[config.mk]
export PLATFORM = sky130hd
export DESIGN_NAME = qbio_ports
export DESIGN_NICKNAME = d
export VERILOG_FILES = /design/src/common/qbio_pkg.sv /design/src/verilog/qbio_ports.sv
export SDC_FILE = /design/constraint.sdc
export NUM_CORES = 1
export LEC_CHECK = 0
export BUFFER_PORTS_ARGS = -buffer_cell sky130_fd_sc_hd__buf_2
export CORE_UTILIZATION = 29
export CTS_BUF_LIST = sky130_fd_sc_hd__clkbuf_4 sky130_fd_sc_hd__clkbuf_8
export CTS_CLUSTER_SIZE = 24
export DETAILED_ROUTE_END_ITERATION = 16
export PLACE_DENSITY_LB_ADDON = 0.3
export SYNTH_ARGS = -nofsm -noshare
export SYNTH_HDL_FRONTEND = slang
export SYNTH_SLANG_ARGS = --single-unit
[constraint.sdc]
create_clock -name sys_clk -period 1.8 [get_ports sys_clk]
set_input_delay 0.27 -clock sys_clk [delete_from_list [all_inputs] [get_ports sys_clk]]
set_output_delay 0.27 -clock sys_clk [all_outputs]
set_load 0.005 [all_outputs]
[src/common/qbio_pkg.sv]
// Constants and carrier types for the quasi-bidirectional port block.
// Assumes a host core that reaches the port latches over a special
// function register access port with direct and bit addressing.
package qbio_pkg;

  // Register offsets in the special function space
  localparam logic [7:0] PORT_ZERO_ADDR  = 8'h80;
  localparam logic [7:0] PORT_ONE_ADDR   = 8'h90;
  localparam logic [7:0] PORT_TWO_ADDR   = 8'ha0;
  localparam logic [7:0] PORT_THREE_ADDR = 8'hb0;
  localparam logic [7:0] PORT_FOUR_ADDR  = 8'hd8;

  // Reset values and field layout
  localparam logic [7:0] LATCH_RESET     = 8'hff;
  localparam logic [7:0] PORT_FOUR_MASK  = 8'h0f;
  localparam logic [7:0] BUS_FORCE_ONES  = 8'hff;
  localparam int         NUM_PORTS       = 5;
  localparam logic [2:0] PORT_FOUR_IDX   = 3'h4;

  // Access request from the core: direct byte or bit operation
  typedef struct packed {
    logic       wrEn;
    logic       bitOp;   // Single-bit write at bitSel bit index
    logic [2:0] bitSel;
    logic       bitVal;
    logic [7:0] addr;
    logic [7:0] wrData;
    logic       rdEn;
    logic       rdLatch; // Read-modify-write read path
  } qbio_req_t;

  // External bus request from the bus interface
  typedef struct packed {
    logic       active;
    logic       adDrive; // Core drives the low data byte
    logic [7:0] lowByte;
    logic [7:0] highByte;
  } qbio_bus_t;

endpackage

[src/verilog/qbio_ports.sv]
// Port latches, output stage control and synchronized pin reads.
// Assumes pins are sampled on sys_clk; pull-ups and the open-drain
// wire are resolved outside from the drive-low and enable outputs.
// Assumes the core raises rdLatch for read-modify-write reads and keeps
// it low for plain reads, and that extBus.active is valid each cycle.
// Limitation: a pin read lags the pin by two enabled edges, so software
// polling a fast input must allow for that latency.
`timescale 1ns/1ns
`default_nettype none
module qbio_ports (
  // Clock, reset, enable
  input  wire logic                sys_clk,
  input  wire logic                rst_n,
  input  wire logic                clkEn,
  // Strap sampled at reset release
  input  wire logic                externalAccessStrap,
  // Register access from the core
  input  wire qbio_pkg::qbio_req_t req,
  output logic [7:0]               rdData,
  output logic                     rdValid,
  output logic                     addrHit,
  // External bus
  input  wire qbio_pkg::qbio_bus_t extBus,
  output logic [7:0]               busDataIn,
  output logic                     busModeActive,
  // Pins: input, output level, output enable
  input  wire logic [7:0]          portZeroIn,
  input  wire logic [7:0]          portOneIn,
  input  wire logic [7:0]          portTwoIn,
  input  wire logic [7:0]          portThreeIn,
  input  wire logic [3:0]          portFourIn,
  output logic [7:0]               portZeroOut,
  output logic [7:0]               portZeroOe,
  output logic [7:0]               portOneOut,
  output logic [7:0]               portOneOe,
  output logic [7:0]               portTwoOut,
  output logic [7:0]               portTwoOe,
  output logic [7:0]               portThreeOut,
  output logic [7:0]               portThreeOe,
  output logic [3:0]               portFourOut,
  output logic [3:0]               portFourOe
);

  // ------------------------------------------------------------
  // Helpers
  // ------------------------------------------------------------
  // Address to port index; 7 means no port
  function automatic logic [2:0] portIdx(input logic [7:0] a);
    if (a == qbio_pkg::PORT_ZERO_ADDR) portIdx = 3'h0;
    else if (a == qbio_pkg::PORT_ONE_ADDR) portIdx = 3'h1;
    else if (a == qbio_pkg::PORT_TWO_ADDR) portIdx = 3'h2;
    else if (a == qbio_pkg::PORT_THREE_ADDR) portIdx = 3'h3;
    else if (a == qbio_pkg::PORT_FOUR_ADDR) portIdx = 3'h4;
    else portIdx = 3'h7;
  endfunction

  // New latch value for byte or single-bit write
  function automatic logic [7:0] wrValue(input logic [7:0] old,
                                         input qbio_pkg::qbio_req_t r);
    logic [7:0] v;
    v = old;
    if (r.bitOp) v[r.bitSel] = r.bitVal;
    else v = r.wrData;
    wrValue = v;
  endfunction

  // ------------------------------------------------------------
  // Strap capture and bus mode
  // ------------------------------------------------------------
  logic strapLow_r;
  logic strapDone_r;
  logic busSel;

  // Strap caught on the first enabled edge after reset release
  always_ff @(posedge sys_clk or negedge rst_n) begin
    if (!rst_n) begin
      strapLow_r  <= 1'b0;
      strapDone_r <= 1'b0;
    end else if (clkEn && !strapDone_r) begin
      strapLow_r  <= !externalAccessStrap;
      strapDone_r <= 1'b1;
    end
  end

  assign busSel = strapLow_r || extBus.active;

  // ------------------------------------------------------------
  // Latches
  // ------------------------------------------------------------
  localparam int NUM_PORTS_L = qbio_pkg::NUM_PORTS;
  logic [7:0] latch_r [NUM_PORTS_L];
  wire  [2:0] wrIdx  = portIdx(req.addr);
  wire        wrHit  = req.wrEn && (wrIdx != 3'h7);
  wire  [7:0] wrVal  = wrValue(latch_r[wrIdx], req);

  // Byte and bit writes land the next edge, inside the final cycle, except port zero writes in bus mode
  always_ff @(posedge sys_clk or negedge rst_n) begin
    if (!rst_n) begin
      for (int i = 0; i < NUM_PORTS_L; i++) begin
        latch_r[i] <= qbio_pkg::LATCH_RESET;
      end
    end else if (clkEn) begin
      if (wrHit) begin
        latch_r[wrIdx] <= (wrIdx == qbio_pkg::PORT_FOUR_IDX)
                          ? (wrVal | ~qbio_pkg::PORT_FOUR_MASK)
                          : wrVal;
      end
      if (busSel) begin
        latch_r[0] <= qbio_pkg::BUS_FORCE_ONES;
      end
    end
  end

  // ------------------------------------------------------------
  // Input synchronizers
  // ------------------------------------------------------------
  logic [35:0] syncA_r;
  logic [35:0] syncB_r;
  wire  [35:0] pinsRaw = {portFourIn, portThreeIn, portTwoIn, portOneIn, portZeroIn};

  // First stage feeds only the second; slow edges still cost two cycles
  always_ff @(posedge sys_clk or negedge rst_n) begin
    if (!rst_n) begin
      syncA_r <= '1;
      syncB_r <= '1;
    end else if (clkEn) begin
      syncA_r <= pinsRaw;
      syncB_r <= syncA_r;
    end
  end

  // ------------------------------------------------------------
  // Read path
  // ------------------------------------------------------------
  wire [2:0] rdIdx   = portIdx(req.addr);
  wire [7:0] pinByte = (rdIdx == 3'h0) ? syncB_r[7:0]   :
                       (rdIdx == 3'h1) ? syncB_r[15:8]  :
                       (rdIdx == 3'h2) ? syncB_r[23:16] :
                       (rdIdx == 3'h3) ? syncB_r[31:24] :
                       {4'h0, syncB_r[35:32]};
  wire [7:0] latByte = (rdIdx == 3'h7) ? 8'h00 :
                       (rdIdx == qbio_pkg::PORT_FOUR_IDX)
                       ? (latch_r[4] & qbio_pkg::PORT_FOUR_MASK) : latch_r[rdIdx];
  wire [7:0] rdSel   = (rdIdx == 3'h7) ? 8'h00 : (req.rdLatch ? latByte : pinByte);

  // Registered read answer one cycle after the request
  always_ff @(posedge sys_clk or negedge rst_n) begin
    if (!rst_n) begin
      rdData  <= 8'h00;
      rdValid <= 1'b0;
      addrHit <= 1'b0;
    end else if (clkEn) begin
      rdData  <= req.rdEn ? rdSel : 8'h00;
      rdValid <= req.rdEn;
      addrHit <= req.rdEn && (rdIdx != 3'h7);
    end
  end

  // ------------------------------------------------------------
  // Output stages
  // ------------------------------------------------------------
  // Oe high means the pin is actively driven; pull-ups live outside
  wire [7:0] p0Out = busSel ? extBus.lowByte : 8'h00;
  wire [7:0] p0Oe  = busSel ? {8{extBus.adDrive}} : ~latch_r[0];
  wire [7:0] p2Out = busSel ? extBus.highByte : 8'h00;
  wire [7:0] p2Oe  = busSel ? 8'hff : ~latch_r[2];

  // All pin controls registered so outputs come straight from flops
  always_ff @(posedge sys_clk or negedge rst_n) begin
    if (!rst_n) begin
      portZeroOut   <= 8'h00;
      portZeroOe    <= 8'h00;
      portOneOut    <= 8'h00;
      portOneOe     <= 8'h00;
      portTwoOut    <= 8'h00;
      portTwoOe     <= 8'h00;
      portThreeOut  <= 8'h00;
      portThreeOe   <= 8'h00;
      portFourOut   <= 4'h0;
      portFourOe    <= 4'h0;
      busDataIn     <= 8'h00;
      busModeActive <= 1'b0;
    end else if (clkEn) begin
      portZeroOut   <= p0Out;
      portZeroOe    <= p0Oe;
      portOneOut    <= 8'h00;
      portOneOe     <= ~latch_r[1];
      portTwoOut    <= p2Out;
      portTwoOe     <= p2Oe;
      portThreeOut  <= 8'h00;
      portThreeOe   <= ~latch_r[3];
      portFourOut   <= 4'h0;
      portFourOe    <= ~latch_r[4][3:0];
      busDataIn     <= syncB_r[7:0];
      busModeActive <= busSel;
    end
  end
endmodule
`default_nettype wire

==> impl_metrics.env <==
export IMPL_wire_per_inst_microns=16.6
export IMPL_power_density_mw_per_mm2=870
export IMPL_clk_path_buf_depth=2
export IMPL_fp_row_count=60
export IMPL_leakagePower_nw=4.52
export IMPL_synthArstFlopShare_pct=100
export IMPL_synth_common_cells="108 x dfstp_2, 91 x mux2_2, 73 x dfrtp_1"
export IMPL_grt_max_degree=131
export IMPL_internal_power_mw=6.58
export IMPL_start_util_pct=29.7
export IMPL_switching_share_pct=25.5
export IMPL_die_w_microns=169
export IMPL_yosys_cell_count_top_type="dfstp_2"
export IMPL_drv_cap=0
export IMPL_hold_viol=0
export IMPL_wirelength_microns=20800
export IMPL_rsz0062_at_grt="false"
export IMPL_power_mw=8.83
export IMPL_run_status="finished clean"
export IMPL_cp_end_kind="flop"
export IMPL_synth_area_top_cells="dfstp_2 35%, dfrtp_1 23%, mux2_2 13%, mux2i_1 3.0%, nand2_1 2.4%"
export IMPL_cts_sinks=181
export IMPL_dp_hpwl_microns=15300
export IMPL_vias_per_cell=4.50
export IMPL_yosys_warnings=0
export IMPL_dr_pass1_iters=4
export IMPL_cts_buffers=17
export IMPL_ir_drop_v=0.000449
export IMPL_synth_seq_cells=181
export IMPL_synthesis_area_sq_mm=0.00805
export IMPL_ys_types=52
export IMPL_slew_limit_headroom_pct=56.3
export IMPL_ys_seq_area_share_pct=57.9
export IMPL_core_sq_mm=0.0271
export IMPL_die_h_microns=169
export IMPL_netlist_area_leader_share_pct=35.2
export IMPL_ctsRootBufferMaster="clkbuf_8"
export IMPL_cts_tree="done"
export IMPL_io_buffers=152
export IMPL_synthToLayoutAreaGrowth_pct=26.1
export IMPL_p_sw_mw=2.25
export IMPL_cp_data_required_time_ns=2.18
export IMPL_place_gp_congestion=0.846
export IMPL_num_io_pins=173
export IMPL_syn_inst=654
export IMPL_dieArea_sq_mm=0.0284
export IMPL_power_frac_seq_pct=54.1
export IMPL_drive_gt1_share_pct=52.9
export IMPL_clock_fmax_mhz=578
export IMPL_crit_arrival_ns=2.11
export IMPL_crit_fanout=5
export IMPL_min_period_over_period_pct=96.1
export IMPL_worstHoldPathType="input port to flop"
export IMPL_setup_viol_count_final=0
export IMPL_finalMaxSlewViolations=0
export IMPL_drt_initial_drc_count=333
export IMPL_netlist_top_cell_by_area="dfstp_2"
export IMPL_placed_cell_area_sq_mm=0.00955
export IMPL_clock_skew_ns=0.0158
export IMPL_grt_pass1_wl_microns=32900
export IMPL_track_usage_pct=15.3
export IMPL_tightest_slew_ns=0.655
export IMPL_combinationalPowerShare_pct=13.2
export IMPL_design_area_sq_mm=0.0102
export IMPL_dr_total_vias=5611
export IMPL_antenna_found_initial=2
export IMPL_htreeDepth=4
export IMPL_synth_edf_count=0
export IMPL_path_class="flop to flop"
export IMPL_worstSkewPairLatency_ns=0.47
export IMPL_fin_crit_ns=1.73
export IMPL_drtAntennaViolNets=0
export IMPL_clkSlewWorstSetupHoldPaths_ns=0.10
export IMPL_synthFlopType="dfstp_2"
export IMPL_pwr_share_clk_pct=32.7
export IMPL_grt_overflow=0
export IMPL_r2r_slack_ns=0.07
export IMPL_cp_start_kind="flop"
export IMPL_grt_pass1_vias=5662
export IMPL_final_net_count=944
export IMPL_avgSynthCellArea_sq_um=12.3
export IMPL_drcViolationCount=0
[power groups by stage]
stage	clock network, mW	registers [mW]	logic, mW
finish	2.89	4.78	1.16
global route	3.14	4.83	1.29
CTS	2.99	4.79	1.18
detailed placement	0	4.85	1.15
global placement	0	4.85	1.13
floorplan	0	4.78	0.648
[area by class of cell]
| cell class | count | area [sq um] |
|---|---|---|
| clock inverter | 13 | 155 |
| clock buffer | 19 | 249 |
| fill | 2663 | 16900 |
| antenna | 1 | 2.50 |
| inverter | 42 | 158 |
| timing repair buffer | 230 | 1450 |
| multi-input combinational | 390 | 3010 |
| sequential | 181 | 4660 |
| tap | 372 | 465 |
[final timing paths]
path | cells after the start | from | to
worst max-delay path | 5 | latch_r[18] | latch_r[26]
worst min-delay path | 2 | portZeroIn[6] | syncA_r[6]
worst max register to register | 5 | latch_r[18] | latch_r[26]
worst min register to register | 1 | strapDone_r | strapDone_r
max in group asynchronous | 3 | rst_n | syncA_r[11]
min in group asynchronous | 2 | rst_n | busDataIn[2]
[timing repair]
action	in CTS	in global routing
resized for setup	1	7
gates cloned	0	0
hold endpoints to repair	19	0
hold buffers	16	0
pin swaps	3	4
endpoints found under the setup margin	9	10
buffers inserted	0	2
[metal layers]
| layer | global-route usage [%] | routed length (microns) | part of all wire [%] | vias up |
|---|---|---|---|---|
| met4 | 5.30 | 301 | 1.5 | 2 |
| met3 | 3.79 | 1110 | 5.3 | 20 |
| li1 | - | - | - | 2698 |
| met5 | 0 | 13 | 0.063 | - |
| met1 | 20.3 | 9740 | 47 | 2720 |
| met2 | 24.5 | 9590 | 46 | 171 |
[metrics by stage]
step	instances	setup slack [ns]	hold WS [ns]	setup TNS (ns)	utilization (%)
5_1_grt	1247	0.000306	0.00663	0	37.5
3_3_place_gp	1197	-0.245	0.232	-4.82	35.2
4_1_cts	1245	-0.00715	0.000926	-0.0136	37.4
3_5_place_dp	1197	-0.232	0.233	-5.30	35.2
6_report	1248	0.0701	0.0264	0	37.5
2_1_floorplan	673	0.0251	-0.0256	0	-
[worst max-delay path: stages, from the launching register on]
cell      delay [ns]
dfstp_2         0.39
mux4_1          0.50
and3_1          0.21
a211o_1         0.28
o211ai_2        0.13
o21ai_0         0.15
[sequential cells by signal, summed over array words and instances, names as in the netlist, 4 cells and up]
signal       cells
syncB_r         36
portThreeOe      8
portFourOe       4
portZeroOe       8
portTwoOe        8
busDataIn        8
portZeroOut      8
latch_r         36
portOneOe        8
portTwoOut       8
rdData           8
syncA_r         36
[cells by family (layout without fill, tap and decap cells)]
kind of cell           count (synthesis)  in the layout  synth area share [%]
and+or+nand+nor                      128            128                  7.60
other                                  1             21                0.0466
buffers and inverters                102            304                  5.91
muxes                                126            126                  19.0
DFF                                  181            181                  57.9
AOI/OAI and AO/OA                    116            116                  9.50
[cell usage in the layout, fill, tap and decap left out, drive strengths merged, types with 9 or more instances in the layout]
cell         instances
mux4                11
nor2                26
mux2                91
o21ai               38
a31oi               10
o22ai               17
dfrtp               73
o211ai               9
conb                20
a21oi               17
buf                214
clkbuf              19
dfstp              108
nand2               51
dlygate4sd3         16
mux2i               24
inv                 44
nand3               13
Power figures use the tool's default switching activity.
